$ cat src/rtl/srtc_pkg.sv
/*
  shared constants and carrier types of the serial rtc core: register
  offsets, bit positions, power-on values and crystal rates.
  assumes nothing but a systemverilog compiler; nothing is imported.
*/
package srtc_pkg;

  // register offsets
  localparam logic [7:0] ADDR_FRACTION = 8'h00;
  localparam logic [7:0] ADDR_SECONDS = 8'h01;
  localparam logic [7:0] ADDR_MINUTES = 8'h02;
  localparam logic [7:0] ADDR_CENTURY_HOURS = 8'h03;
  localparam logic [7:0] ADDR_DAY_OF_WEEK = 8'h04;
  localparam logic [7:0] ADDR_DATE = 8'h05;
  localparam logic [7:0] ADDR_MONTH = 8'h06;
  localparam logic [7:0] ADDR_YEAR = 8'h07;
  localparam logic [7:0] ADDR_CONTROL = 8'h08;
  localparam logic [7:0] ADDR_CLK32K_CTRL = 8'h09;
  localparam logic [7:0] ADDR_ALARM_MONTH = 8'h0a;
  localparam logic [7:0] ADDR_ALARM_DATE = 8'h0b;
  localparam logic [7:0] ADDR_ALARM_HOUR = 8'h0c;
  localparam logic [7:0] ADDR_ALARM_MINUTES = 8'h0d;
  localparam logic [7:0] ADDR_ALARM_SECONDS = 8'h0e;
  localparam logic [7:0] ADDR_ALARM_STATUS = 8'h0f;
  localparam logic [7:0] ADDR_RESERVED_A = 8'h10;
  localparam logic [7:0] ADDR_RESERVED_C = 8'h12;
  localparam logic [7:0] ADDR_SQW_RATE = 8'h13;

  // bit positions
  localparam int BIT_OSC_HALT = 7;          // in seconds
  localparam int BIT_CENTURY_TOGGLE_EN = 7; // in century_and_hours
  localparam int BIT_CENTURY_FLAG = 6;      // in century_and_hours
  localparam int BIT_OUT_LEVEL = 7;         // in control
  localparam int BIT_CLK32K_EN = 7;         // in clk32k_output_ctrl
  localparam int BIT_ALARM_IRQ_EN = 7;      // in alarm_month_ctrl
  localparam int BIT_SQW_EN = 6;            // in alarm_month_ctrl
  localparam int BIT_REPEAT_HI = 7;         // repeat 1..4 in 0e..0b
  localparam int BIT_REPEAT5 = 6;           // in alarm_date
  localparam int BIT_ALARM_FLAG = 6;        // in alarm_status
  localparam int SQW_RATE_LSB = 4;          // rate field d7..d4

  // power-on values of the register bytes
  localparam logic [7:0] RST_CONTROL = 8'h80;     // output level high
  localparam logic [7:0] RST_CLK32K_CTRL = 8'h80; // 32 khz output on
  localparam logic [7:0] RST_CLEAR = 8'h00;
  localparam logic [7:0] RST_ONE_BCD = 8'h01;     // day, date, month

  // bcd limits of the counters
  localparam logic [7:0] BCD_MAX_FRACTION = 8'h99;
  localparam logic [7:0] BCD_MAX_SIXTY = 8'h59;
  localparam logic [7:0] BCD_MAX_HOURS = 8'h23;
  localparam logic [7:0] BCD_MAX_DOW = 8'h07;
  localparam logic [7:0] BCD_MAX_MONTH = 8'h12;
  localparam logic [7:0] BCD_MAX_YEAR = 8'h99;

  // crystal and fraction rates
  localparam int XTAL_HZ = 32768;
  localparam int FRACTION_HZ = 100;
  localparam logic [15:0] ACC_STEP = 16'(FRACTION_HZ);
  localparam logic [15:0] ACC_WRAP = 16'(XTAL_HZ);

  // byte events from the serial engine, one-cycle strobes
  typedef struct packed {
    logic ptr_load; // word address byte received
    logic wr;       // data byte received, store at pointer
    logic rd;       // data byte needed for transmission
    logic ack;      // acknowledge clock after a data byte
    logic stop;     // stop condition seen
    logic [7:0] data;
  } srtc_bus_req_t;

endpackage

$ cat src/rtl/srtc_core.sv
/*
  timekeeping core and register file of a serial rtc with alarm,
  square-wave pin and free-running 32 khz pin.
  assumes a serial bit engine on clk_i that delivers byte events as
  one-cycle strobes, and a 32768 hz crystal level on xtal_i from an
  unrelated source; both open-drain pins are resolved outside.
*/
`timescale 1ns/1ps
`default_nettype none

// How it works
// - internal counters copied wholesale into visible copy
// - time write resets the divider chain
// - pointer on time registers freezes visible copy
// - time and alarm BCD, control bytes binary
// - alarm flag cannot be written by host
// - five alarm compare bytes, BCD like time
// - repeat bits select compared alarm fields
// - undefined repeat patterns alarm every second
// - match sets flag, pin low if enabled
// - pointer on flags defers alarm flag
// - flags read clears flag, returns old value
// - rate field selects square-wave frequency
// - 32 khz pin runs unless disabled or halted
// - century flag toggles at rollover when enabled
// - neither enable: pin follows output level bit
// - power-on defaults for halt, enables, level
// - time write zeroes fraction, fraction writes zero
// - halt bit stops all counting
// - pointer increments only on acknowledge clock
module srtc_core (
  input wire logic clk_i,
  input wire logic rst_i,
  input wire logic xtal_i,
  input wire srtc_pkg::srtc_bus_req_t bus_req_i,
  output logic [7:0] bus_rd_data_o,
  output logic mfp_o,
  output logic mfp_oe_o,
  output logic clk32k_o,
  output logic clk32k_oe_o
);

  // bcd increment: {wrapped, next}; wraps to lo past hi
  function automatic logic [8:0] bcd_inc(input logic [7:0] v,
                                         input logic [7:0] hi,
                                         input logic [7:0] lo);
    logic [8:0] r;
    r = 9'h000;
    if (v >= hi) begin
      r = {1'b1, lo};
    end else if (v[3:0] == 4'h9) begin
      r = {1'b0, v[7:4] + 4'h1, 4'h0};
    end else begin
      r = {1'b0, v[7:4], v[3:0] + 4'h1};
    end
    return r;
  endfunction

  // last date of a month in bcd, leap years every fourth year
  function automatic logic [7:0] month_len(input logic [7:0] mon,
                                           input logic [7:0] yr);
    logic leap;
    logic [7:0] r;
    leap = yr[4] ? (yr[3:0] == 4'h2 || yr[3:0] == 4'h6)
                 : (yr[3:0] == 4'h0 || yr[3:0] == 4'h4 ||
                    yr[3:0] == 4'h8);
    if (mon == 8'h02) begin
      r = leap ? 8'h29 : 8'h28;
    end else if (mon == 8'h04 || mon == 8'h06 || mon == 8'h09 ||
                 mon == 8'h11) begin
      r = 8'h30;
    end else begin
      r = 8'h31;
    end
    return r;
  endfunction

  logic [7:0] tm_reg [0:7];     // internal counting copy
  logic [7:0] tm_next [0:7];    // incremented copy
  logic [7:0] vis_reg [0:7];    // host-visible copy
  logic [7:0] cfg_reg [8:19];   // control, 32k, alarms, rate
  logic [7:0] ptr_reg;          // register pointer
  logic busy_reg;               // inside a transfer
  logic xs1_reg, xs2_reg, xs3_reg; // crystal synchroniser + edge
  logic [15:0] acc_reg;         // fraction phase accumulator
  logic [14:0] div_reg;         // binary divider for square wave
  logic frac_tick_reg;          // one per hundredth of a second
  logic sec_tick_reg;           // new second present in tm_reg
  logic alarm_flag_reg;         // alarm match flag
  logic alarm_pend_reg;         // match held while pointer on flags
  logic [7:0] rd_mux;
  logic wraps;
  logic halt;
  logic xtal_tick;
  logic time_wr;
  logic freeze;
  logic match;
  logic sqw_level;
  logic [4:0] rpt;
  logic [15:0] acc_sum;

  assign halt = tm_reg[1][srtc_pkg::BIT_OSC_HALT];
  assign xtal_tick = xs2_reg & ~xs3_reg;
  assign time_wr = bus_req_i.wr && (ptr_reg <= srtc_pkg::ADDR_YEAR);
  assign freeze = busy_reg && (ptr_reg <= srtc_pkg::ADDR_YEAR);
  assign acc_sum = acc_reg + srtc_pkg::ACC_STEP;

  // two flops before the crystal level is used; third for the edge
  always_ff @(posedge clk_i or posedge rst_i) begin
    if (rst_i) begin
      xs1_reg <= 1'b0;
      xs2_reg <= 1'b0;
      xs3_reg <= 1'b0;
    end else begin
      xs1_reg <= xtal_i;
      xs2_reg <= xs1_reg;
      xs3_reg <= xs2_reg;
    end
  end

  // divider chain; fraction rate is 100/32768 on average, exact long term
  always_ff @(posedge clk_i or posedge rst_i) begin
    if (rst_i) begin
      acc_reg <= 16'h0000;
      div_reg <= 15'h0000;
      frac_tick_reg <= 1'b0;
    end else if (time_wr) begin
      // restart from the newly written time
      acc_reg <= 16'h0000;
      div_reg <= 15'h0000;
      frac_tick_reg <= 1'b0;
    end else if (xtal_tick && !halt) begin
      div_reg <= div_reg + 15'h0001;
      if (acc_sum >= srtc_pkg::ACC_WRAP) begin
        acc_reg <= acc_sum - srtc_pkg::ACC_WRAP;
        frac_tick_reg <= 1'b1;
      end else begin
        acc_reg <= acc_sum;
        frac_tick_reg <= 1'b0;
      end
    end else begin
      // no crystal edge or halted: nothing advances
      frac_tick_reg <= 1'b0;
    end
  end

  // calendar increment, each field masked off its control bits
  always_comb begin
    logic [8:0] r;
    logic c;
    r = 9'h000;
    c = 1'b0;
    for (int i = 0; i < 8; i++) begin
      tm_next[i] = tm_reg[i];
    end
    r = bcd_inc(tm_reg[0], srtc_pkg::BCD_MAX_FRACTION,
                srtc_pkg::RST_CLEAR);
    tm_next[0] = r[7:0];
    c = r[8];
    r = bcd_inc({1'b0, tm_reg[1][6:0]}, srtc_pkg::BCD_MAX_SIXTY,
                srtc_pkg::RST_CLEAR);
    if (c) begin
      tm_next[1] = {tm_reg[1][7], r[6:0]};
    end
    c = c & r[8];
    r = bcd_inc({1'b0, tm_reg[2][6:0]}, srtc_pkg::BCD_MAX_SIXTY,
                srtc_pkg::RST_CLEAR);
    if (c) begin
      tm_next[2] = {1'b0, r[6:0]};
    end
    c = c & r[8];
    r = bcd_inc({2'b00, tm_reg[3][5:0]}, srtc_pkg::BCD_MAX_HOURS,
                srtc_pkg::RST_CLEAR);
    if (c) begin
      tm_next[3] = {tm_reg[3][7:6], r[5:0]};
    end
    c = c & r[8];
    r = bcd_inc(tm_reg[4], srtc_pkg::BCD_MAX_DOW, srtc_pkg::RST_ONE_BCD);
    if (c) begin
      tm_next[4] = r[7:0];
    end
    r = bcd_inc(tm_reg[5], month_len(tm_reg[6], tm_reg[7]),
                srtc_pkg::RST_ONE_BCD);
    if (c) begin
      tm_next[5] = r[7:0];
    end
    c = c & r[8];
    r = bcd_inc(tm_reg[6], srtc_pkg::BCD_MAX_MONTH, srtc_pkg::RST_ONE_BCD);
    if (c) begin
      tm_next[6] = r[7:0];
    end
    c = c & r[8];
    r = bcd_inc(tm_reg[7], srtc_pkg::BCD_MAX_YEAR, srtc_pkg::RST_CLEAR);
    if (c) begin
      tm_next[7] = r[7:0];
    end
    c = c & r[8];
    // century flag flips only with its enable set
    if (c && tm_reg[3][srtc_pkg::BIT_CENTURY_TOGGLE_EN]) begin
      tm_next[3][srtc_pkg::BIT_CENTURY_FLAG] =
        ~tm_reg[3][srtc_pkg::BIT_CENTURY_FLAG];
    end
  end

  // internal time copy: host writes beat the tick in the same cycle
  always_ff @(posedge clk_i or posedge rst_i) begin
    if (rst_i) begin
      for (int i = 0; i < 8; i++) begin
        tm_reg[i] <= srtc_pkg::RST_CLEAR;
      end
      tm_reg[4] <= srtc_pkg::RST_ONE_BCD;
      tm_reg[5] <= srtc_pkg::RST_ONE_BCD;
      tm_reg[6] <= srtc_pkg::RST_ONE_BCD;
      sec_tick_reg <= 1'b0;
    end else if (time_wr) begin
      // bytes kept as written, bcd is the host's duty
      tm_reg[ptr_reg[2:0]] <= bus_req_i.data;
      tm_reg[0] <= srtc_pkg::RST_CLEAR;
      sec_tick_reg <= 1'b0;
    end else if (frac_tick_reg) begin
      for (int i = 0; i < 8; i++) begin
        tm_reg[i] <= tm_next[i];
      end
      sec_tick_reg <= (tm_reg[0] == srtc_pkg::BCD_MAX_FRACTION);
    end else begin
      sec_tick_reg <= 1'b0;
    end
  end

  // visible copy follows as one block unless frozen by the pointer
  always_ff @(posedge clk_i or posedge rst_i) begin
    if (rst_i) begin
      for (int i = 0; i < 8; i++) begin
        vis_reg[i] <= srtc_pkg::RST_CLEAR;
      end
    end else if (!freeze) begin
      for (int i = 0; i < 8; i++) begin
        vis_reg[i] <= tm_reg[i];
      end
    end
  end

  // transfer state: a stop ends the freeze window
  always_ff @(posedge clk_i or posedge rst_i) begin
    if (rst_i) begin
      busy_reg <= 1'b0;
    end else if (bus_req_i.stop) begin
      busy_reg <= 1'b0;
    end else if (bus_req_i.ptr_load || bus_req_i.wr || bus_req_i.rd) begin
      busy_reg <= 1'b1;
    end
  end

  // pointer: loaded by address byte, stepped on acknowledge clock only
  always_ff @(posedge clk_i or posedge rst_i) begin
    if (rst_i) begin
      ptr_reg <= srtc_pkg::ADDR_FRACTION;
    end else if (bus_req_i.ptr_load) begin
      ptr_reg <= bus_req_i.data;
    end else if (bus_req_i.ack) begin
      // past the last register the pointer wraps to the first
      if (ptr_reg >= srtc_pkg::ADDR_SQW_RATE) begin
        ptr_reg <= srtc_pkg::ADDR_FRACTION;
      end else begin
        ptr_reg <= ptr_reg + 8'h01;
      end
    end
  end

  // control and alarm bytes; flags and reserved bytes take no write
  always_ff @(posedge clk_i or posedge rst_i) begin
    if (rst_i) begin
      for (int i = 8; i < 20; i++) begin
        cfg_reg[i] <= srtc_pkg::RST_CLEAR;
      end
      cfg_reg[8] <= srtc_pkg::RST_CONTROL;
      cfg_reg[9] <= srtc_pkg::RST_CLK32K_CTRL;
    end else if (bus_req_i.wr && ptr_reg >= srtc_pkg::ADDR_CONTROL &&
                 ptr_reg <= srtc_pkg::ADDR_SQW_RATE &&
                 ptr_reg != srtc_pkg::ADDR_ALARM_STATUS &&
                 (ptr_reg < srtc_pkg::ADDR_RESERVED_A ||
                  ptr_reg > srtc_pkg::ADDR_RESERVED_C)) begin
      cfg_reg[5'(ptr_reg)] <= bus_req_i.data;
    end
  end

  // repeat bits, repeat5 first
  assign rpt = {cfg_reg[11][srtc_pkg::BIT_REPEAT5],
                cfg_reg[11][srtc_pkg::BIT_REPEAT_HI],
                cfg_reg[12][srtc_pkg::BIT_REPEAT_HI],
                cfg_reg[13][srtc_pkg::BIT_REPEAT_HI],
                cfg_reg[14][srtc_pkg::BIT_REPEAT_HI]};

  // field compare under the repeat pattern
  always_comb begin
    logic s_eq, m_eq, h_eq, d_eq, mo_eq;
    s_eq = tm_reg[1][6:0] == cfg_reg[14][6:0];
    m_eq = tm_reg[2][6:0] == cfg_reg[13][6:0];
    h_eq = tm_reg[3][5:0] == cfg_reg[12][5:0];
    d_eq = tm_reg[5][5:0] == cfg_reg[11][5:0];
    mo_eq = tm_reg[6][4:0] == cfg_reg[10][4:0];
    case (rpt)
      5'b11110: match = s_eq;
      5'b11100: match = s_eq & m_eq;
      5'b11000: match = s_eq & m_eq & h_eq;
      5'b10000: match = s_eq & m_eq & h_eq & d_eq;
      5'b00000: match = s_eq & m_eq & h_eq & d_eq & mo_eq;
      // all ones and every stray pattern: each second
      default: match = 1'b1;
    endcase
  end

  // alarm flag: read clears only with pointer on flags; a set is parked while on flags
  always_ff @(posedge clk_i or posedge rst_i) begin
    if (rst_i) begin
      alarm_flag_reg <= 1'b0;
      alarm_pend_reg <= 1'b0;
    end else begin
      if (ptr_reg == srtc_pkg::ADDR_ALARM_STATUS) begin
        if (sec_tick_reg && match) begin
          alarm_pend_reg <= 1'b1;
        end
        if (bus_req_i.rd) begin
          alarm_flag_reg <= 1'b0;
        end
      end else begin
        alarm_pend_reg <= 1'b0;
        if ((sec_tick_reg && match) || alarm_pend_reg) begin
          alarm_flag_reg <= 1'b1;
        end
      end
    end
  end

  // register read mux; the flag bit is the only live bit at 0f
  always_comb begin
    rd_mux = 8'h00;
    if (ptr_reg <= srtc_pkg::ADDR_YEAR) begin
      rd_mux = vis_reg[ptr_reg[2:0]];
    end else if (ptr_reg == srtc_pkg::ADDR_ALARM_STATUS) begin
      rd_mux[srtc_pkg::BIT_ALARM_FLAG] = alarm_flag_reg;
    end else if (ptr_reg >= srtc_pkg::ADDR_RESERVED_A &&
                 ptr_reg <= srtc_pkg::ADDR_RESERVED_C) begin
      rd_mux = 8'h00;
    end else if (ptr_reg <= srtc_pkg::ADDR_SQW_RATE) begin
      rd_mux = cfg_reg[5'(ptr_reg)];
    end
  end

  // read data captured before the clear lands, so old flag is seen
  always_ff @(posedge clk_i or posedge rst_i) begin
    if (rst_i) begin
      bus_rd_data_o <= 8'h00;
    end else if (bus_req_i.rd) begin
      bus_rd_data_o <= rd_mux;
    end
  end

  // rate code 1 is the crystal itself, code n>1 taps divider bit n-1
  always_comb begin
    logic [3:0] code;
    code = cfg_reg[19][srtc_pkg::SQW_RATE_LSB +: 4];
    if (halt || code == 4'h0) begin
      sqw_level = 1'b1;
    end else if (code == 4'h1) begin
      sqw_level = xs3_reg;
    end else begin
      sqw_level = div_reg[code - 4'h1];
    end
  end

  // open-drain pins: enable high pulls the pin low
  always_ff @(posedge clk_i or posedge rst_i) begin
    if (rst_i) begin
      mfp_o <= 1'b0;
      mfp_oe_o <= 1'b0;
      clk32k_o <= 1'b0;
      clk32k_oe_o <= 1'b0;
    end else begin
      mfp_o <= 1'b0;
      clk32k_o <= 1'b0;
      if (cfg_reg[10][srtc_pkg::BIT_SQW_EN]) begin
        mfp_oe_o <= ~sqw_level;
      end else if (cfg_reg[10][srtc_pkg::BIT_ALARM_IRQ_EN]) begin
        mfp_oe_o <= alarm_flag_reg;
      end else begin
        mfp_oe_o <= ~cfg_reg[8][srtc_pkg::BIT_OUT_LEVEL];
      end
      clk32k_oe_o <= cfg_reg[9][srtc_pkg::BIT_CLK32K_EN] && !halt &&
                     !xs3_reg;
    end
  end

endmodule

`default_nettype wire

$ cat config.mk
export PLATFORM = sky130hd
export DESIGN_NAME = srtc_core
export DESIGN_NICKNAME = d
export VERILOG_FILES = /design/src/rtl/srtc_pkg.sv /design/src/rtl/srtc_core.sv
export SDC_FILE = /design/constraint.sdc
export NUM_CORES = 1
export LEC_CHECK = 0
export ABC_AREA = 1
export BUFFER_PORTS_ARGS = -buffer_cell sky130_fd_sc_hd__buf_2
export CAP_MARGIN = 0
export CORE_ASPECT_RATIO = 1.5
export CORE_MARGIN = 3
export CORE_UTILIZATION = 61
export DETAILED_ROUTE_END_ITERATION = 6
export PLACE_DENSITY = 0.78
export SETUP_SLACK_MARGIN = 0.2
export SLEW_MARGIN = 0
export SYNTH_ARGS = -nofsm -noshare
export SYNTH_HDL_FRONTEND = slang
export SYNTH_SLANG_ARGS = --single-unit
$ cat constraint.sdc
create_clock -name clk_i -period 11.63 [get_ports clk_i]
set_input_delay 0.5815 -clock clk_i [delete_from_list [all_inputs] [get_ports clk_i]]
set_output_delay 0.5815 -clock clk_i [all_outputs]
set_load 0.02 [all_outputs]
---- Word level (Yosys, flattened, before mapping) ----
Cells that the tools add are included.
word-level totals
  register bits after elaboration ......... 281
  latch bits .............................. 0
  RAM bits ................................ 0
  memory bits (read-only) ................. 0
  word-level logic and storage cells ...... 286
  memories kept ........................... 0
cells by class
  add/subtract/negate cells ............... 21
  $mul .................................... 0
  div/mod/pow operators ................... 0
  magnitude comparators ................... 22
  equal/unequal tests ..................... 32
  shifts and indexed selects .............. 0
  multiplexer cells ....................... 75
  bitwise gates (word level) .............. 17
  reduce and logical (&&, ||, !) cells .... 66
operator list
  kind                                                               count
  2-to-1 mux 8 bit                                                   25
  2-to-1 mux 64 bit                                                  2
  bitwise mux 96 bit                                                 1
  bitwise mux 64 bit                                                 1
  2-to-1 mux 9 bit                                                   7
  adder 4 x 1 -> 4 bit, second input constant                        13
  2-to-1 mux 16 bit                                                  3
  binary-select mux 8 bit (select 5 bit)                             1
  demux 8 bit (select 5 bit)                                         1
  equality test 4 bit, second input constant                         9
  2-to-1 mux 15 bit                                                  2
  binary-select mux 8 bit (select 3 bit)                             1
  demux 8 bit (select 3 bit)                                         1
  greater-or-equal comparator 8 x 5 -> 1 bit, second input constant  3
  nonzero test 2 bit                                                 12
  nonzero test 3 bit                                                 8
  2-to-1 mux 1 bit                                                   23
  AND reduction 3 bit                                                7
  equality test 5 bit, second input constant                         4
  AND reduction 2 bit                                                9
  adder 16 x 7 -> 16 bit, second input constant                      1
  equality test 8 x 3 -> 1 bit, second input constant                2
  equality test 8 x 4 -> 1 bit, second input constant                2
  greater-or-equal comparator 16 bit, second input constant          1
  other kinds (46)                                                   94

---- Depth between registers and ports, before layout ----
  word-level depth ........................ 15
  depth in mapped cells ................... 19

---- Worst setup path after synthesis ----
OpenSTA, ideal clock, no wires.
  path kind ............................... register to register
  from .................................... register tm_reg[8] (netlist bit)
  to ...................................... register tm_reg[38] (netlist bit)
  arrival ................................. 2.447 ns
  required time ........................... 11.513 ns
  slack ................................... 9.066 ns
  cell stages (with the launch flop) ...... 20
  buffers on the path ..................... 1
  clock period less this slack ............ 2.564 ns
  cell sequence ........................... dfstp_2 -> inv_1 -> nor2_1 -> inv_1 -> nor3_1 -> a31oi_1 -> o21ai_0 -> a21oi_1 -> ha_1 -> nand2_1 -> nand2_1 -> nand2_1 -> nand2_1 -> nand4_1 -> nand2_1 -> nor2_1 -> buf_2 -> nand3_1 -> nand2_1 -> nand2_1
between the ends
  cells in the longest elaborated chain, start to end .. 14
ends and longest elaborated chain
  what                               RTL line          RTL
  start: declaration                 srtc_core.sv:78   logic [7:0] tm_reg [0:7];
  start signal: indexed assignment   srtc_core.sv:209  tm_reg[i] <= srtc_pkg::RST_CLEAR;
  start signal: indexed assignment   srtc_core.sv:217  tm_reg[ptr_reg[2:0]] <= bus_req_i.data;
  start signal: indexed assignment   srtc_core.sv:222  tm_reg[i] <= tm_next[i];
  equality test 8 x 3 -> 1 bit       srtc_core.sv:69   end else if (mon == 8'h04 || mon == 8'h06 || mon == 8'h09 ||
  logical OR 1 bit (3 in series)     srtc_core.sv:69
  2-to-1 mux 1 bit                   srtc_core.sv:69
  2-to-1 mux 5 bit                   srtc_core.sv:67   if (mon == 8'h02) begin
  greater-or-equal comparator 8 bit  srtc_core.sv:49   if (v >= hi) begin
  2-to-1 mux 9 bit                   srtc_core.sv:49
  AND 1 bit                          srtc_core.sv:187  c = c & r[8];
  AND 1 bit (*)                      srtc_core.sv:192  c = c & r[8];
  AND 1 bit (*)                      srtc_core.sv:197  c = c & r[8];
  logical AND 1 bit (*)              srtc_core.sv:199  if (c && tm_reg[3][srtc_pkg::BIT_CENTURY_TOGGLE_EN]) begin
  nonzero test 2 bit (no line) (*)   -
  AND reduction 2 bit (no line) (*)  -
Mark *: on every way between the ends. The rest lies on a longest branch, timed or not.
A chain may end at the register's enable or synchronous reset.

---- Final worst setup path ----
  from .................................... register ptr_reg[2]
  to ...................................... register cfg_reg[91] (netlist bit)
between the ends
  cells in the longest elaborated chain, start to end .. 6
ends and longest elaborated chain
  what                                                                                                                   RTL line          RTL
  start: declaration                                                                                                     srtc_core.sv:82   logic [7:0] ptr_reg;
  start signal: assignment                                                                                               srtc_core.sv:257  ptr_reg <= srtc_pkg::ADDR_FRACTION;
  start signal: assignment                                                                                               srtc_core.sv:259  ptr_reg <= bus_req_i.data;
  start signal: assignment                                                                                               srtc_core.sv:263  ptr_reg <= srtc_pkg::ADDR_FRACTION;
  NOT 5 -> 6 bit (implied by the code)                                                                                   srtc_core.sv:283  cfg_reg[5'(ptr_reg)] <= bus_req_i.data;
  greater-or-equal comparator 6 bit (implied by the code) / less-than comparator 6 x 1 -> 1 bit (equally long branches)  srtc_core.sv:283
  logical AND 1 bit (implied by the code)                                                                                srtc_core.sv:283
  2-to-1 mux 8 bit (implied by the code)                                                                                 srtc_core.sv:283
  demux 8 bit (select 5 bit)                                                                                             srtc_core.sv:283
  bitwise mux 96 bit                                                                                                     srtc_core.sv:283
  end signal: indexed assignment                                                                                         srtc_core.sv:274  cfg_reg[i] <= srtc_pkg::RST_CLEAR;
  end signal: indexed assignment                                                                                         srtc_core.sv:283
  end: declaration                                                                                                       srtc_core.sv:81   logic [7:0] cfg_reg [8:19];
Parallel ways exist; a longest one is shown, timed or not.

==> results.toml <==
[timing]
relSlewSlack = 0.183
tns_ns = 0
fin_worst_skew_ns = 0.0262
tightest_slew_ns = 1.22
min_period_ns = 3.94
post-route-period-util = 0.338
rsz0062_at_grt = "false"
max_freq_mhz = 254
setup_viol = 0
whs_ns = 0.141
final_hold_viol_count = 0
drv_slew = 0

[yosys]
synth_seq_area_share = 0.481
yosysUniqueCellTypes = 52
async_flop_share = 1.00
yosysWarnings = 0
synth_largest_area_cell = "dfrtp_1"
synthesis.area_um2 = 14500
synth_edf_count = 0
synth_ff_type = "dfrtp_1"
yosysTopAreaCellShare = 0.472
syn_inst = 1778
synth.avg_cell_area_um2 = 8.17
synthTopCellsByArea = "dfrtp_1, nand2_1, o21ai_0"
synth-seq-cells = 279

[setup_path]
worstSetupStartpointType = "register"
endpoint_kind = "register"
arrival_ns = 4.35
cp.required_ns = 12.04
cp_max_fo = 16
crit_type = "reg -> reg"

[clock_tree]
cts_buffers = 28
insertion_delay_ns = 0.55
h-tree-depth = 1
holdBufCountCts = 0
cts_max_path_buffers = 3
clkTransAtPathRegs_ns = 0.06
cts_resized = 0
cts_tree = "built"
cts_root_buf = "clkbuf_16"
cts.sinks = 279
postCtsSetupBuffers = 0

[power]
p_leak_nw = 7.27
ir_drop_mv = 0.142
cellPowerDensity_nw_per_um2 = 168

[layout]
diodes = 0
largest_reg_flops = 96
drive_above_1_share = 0.0683
final_common_cell = "nand2_1"
fin_nets = 1820
layout_common_cells = "nand2_1, dfrtp_1, nor2_1"
final_cells = 2102
fin_util = 0.678
syn2layout_area_growth_pct = 8.45

[global_route]
grtUsageTotal = 0.313
grt_overflow_total = 0
grt_pass1_wl_um = 65000
grt_max_degree = 139
first_global_vias = 12128
antenna_found_initial = 0

[detailed_routing]
detail_route.vias_per_cell = 5.98
drc = 0
num_vias = 12563
drt_iter0_drc = 1310
ant_nets = 0
wl_um = 40200
post_drt_wl_per_cell_um = 19.1
dr.pass1.iters = 6

[floorplan]
die-area_um2 = 25700
rows = 68
initial_core_util = 0.625
die_x_um = 132
core_um2 = 23200
io-pin-count = 28
die_y_um = 195

[place]
place.gp.congestion = 0.932
placed_cells = 2050
hpwl_um = 27500
port_buffers = 25

[hold_path]
hp-class = "in -> reg"

[run]
drv_cap = 0

[outcome]
status = "complete, no violations"
## worst max-delay path: stages, from the launching register on
cell and delay (ns):
dfrtp_1 0.60, nor2_1 0.31, inv_1 0.52, o21ai_0 0.21
nand3_1 0.13, nand4_2 0.13, nor2_2 0.87, nand3_1 0.70
nand2_1 0.23, o21ai_1 0.09
## cell families after synthesis
group	share of synthesized area
XOR/XNOR	0.0259
flip-flops	0.481
multiplexers	0.0101
adder cells (fa/ha/maj)	0.0336
buffers and inverters	0.0672
AND/OR/NAND/NOR	0.209
other	0.000258
AO/OA/AOI/OAI	0.173
## report_power, final
part           switching [mW]  internal (mW)
clock                   0.382          0.551
sequential              0.127           1.11
combinational           0.313          0.167
total                   0.822           1.83
## Yosys cell counts (all sizes together), types with 24 or more instances
cell and n:
nand4 26, nand2 369, nor2 183, clkbuf 53, nand3 79, nor3 24, o22ai 30, a21oi 108
inv 169, ha 39, o21ai 248, buf 25, dfrtp 274
## final cells by class
cell class | instances | area [um^2]
clock inverter | 10 | 139
multi-input combinational | 1251 | 6570
inverter | 171 | 649
clock buffer | 42 | 815
fill | 1951 | 7480
tap | 315 | 394
sequential | 279 | 6990
timing repair buffer | 34 | 193
## metrics by stage
stage          instance area (um^2)  worst slack (ns)  total power [mW]
2_1_floorplan                 14500              3.36              1.57
3_3_place_gp                  14800              7.93              1.70
3_5_place_dp                  14800              7.80              1.72
4_1_cts                       15700              7.78              2.65
5_1_grt                       15700              7.45              2.78
6_report                      15700              7.69              2.65
## worst paths after layout
path,start,to,slack [ns],depth (start not counted)
setup / recovery,ptr_reg[2],cfg_reg[91],7.69,9
hold / removal,xtal_i,xs1_reg,0.14,1
setup reg to reg,ptr_reg[2],cfg_reg[91],7.69,9
hold reg to reg,xs1_reg,xs2_reg,0.36,0
max in group asynchronous,rst_i,cfg_reg[60],9.77,3
min in group asynchronous,rst_i,vis_reg[54],0.27,2
## metal layers
| layer | vias up | global-route usage | wire length, um |
|---|---|---|---|
| met5 | - | 0 | 0 |
| met4 | 0 | 0.150 | 2210 |
| met3 | 134 | 0.0471 | 3080 |
| met2 | 529 | 0.507 | 18900 |
| met1 | 5979 | 0.416 | 16000 |
| li1 | 5921 | - | - |
Power figures use the tool's default switching activity.
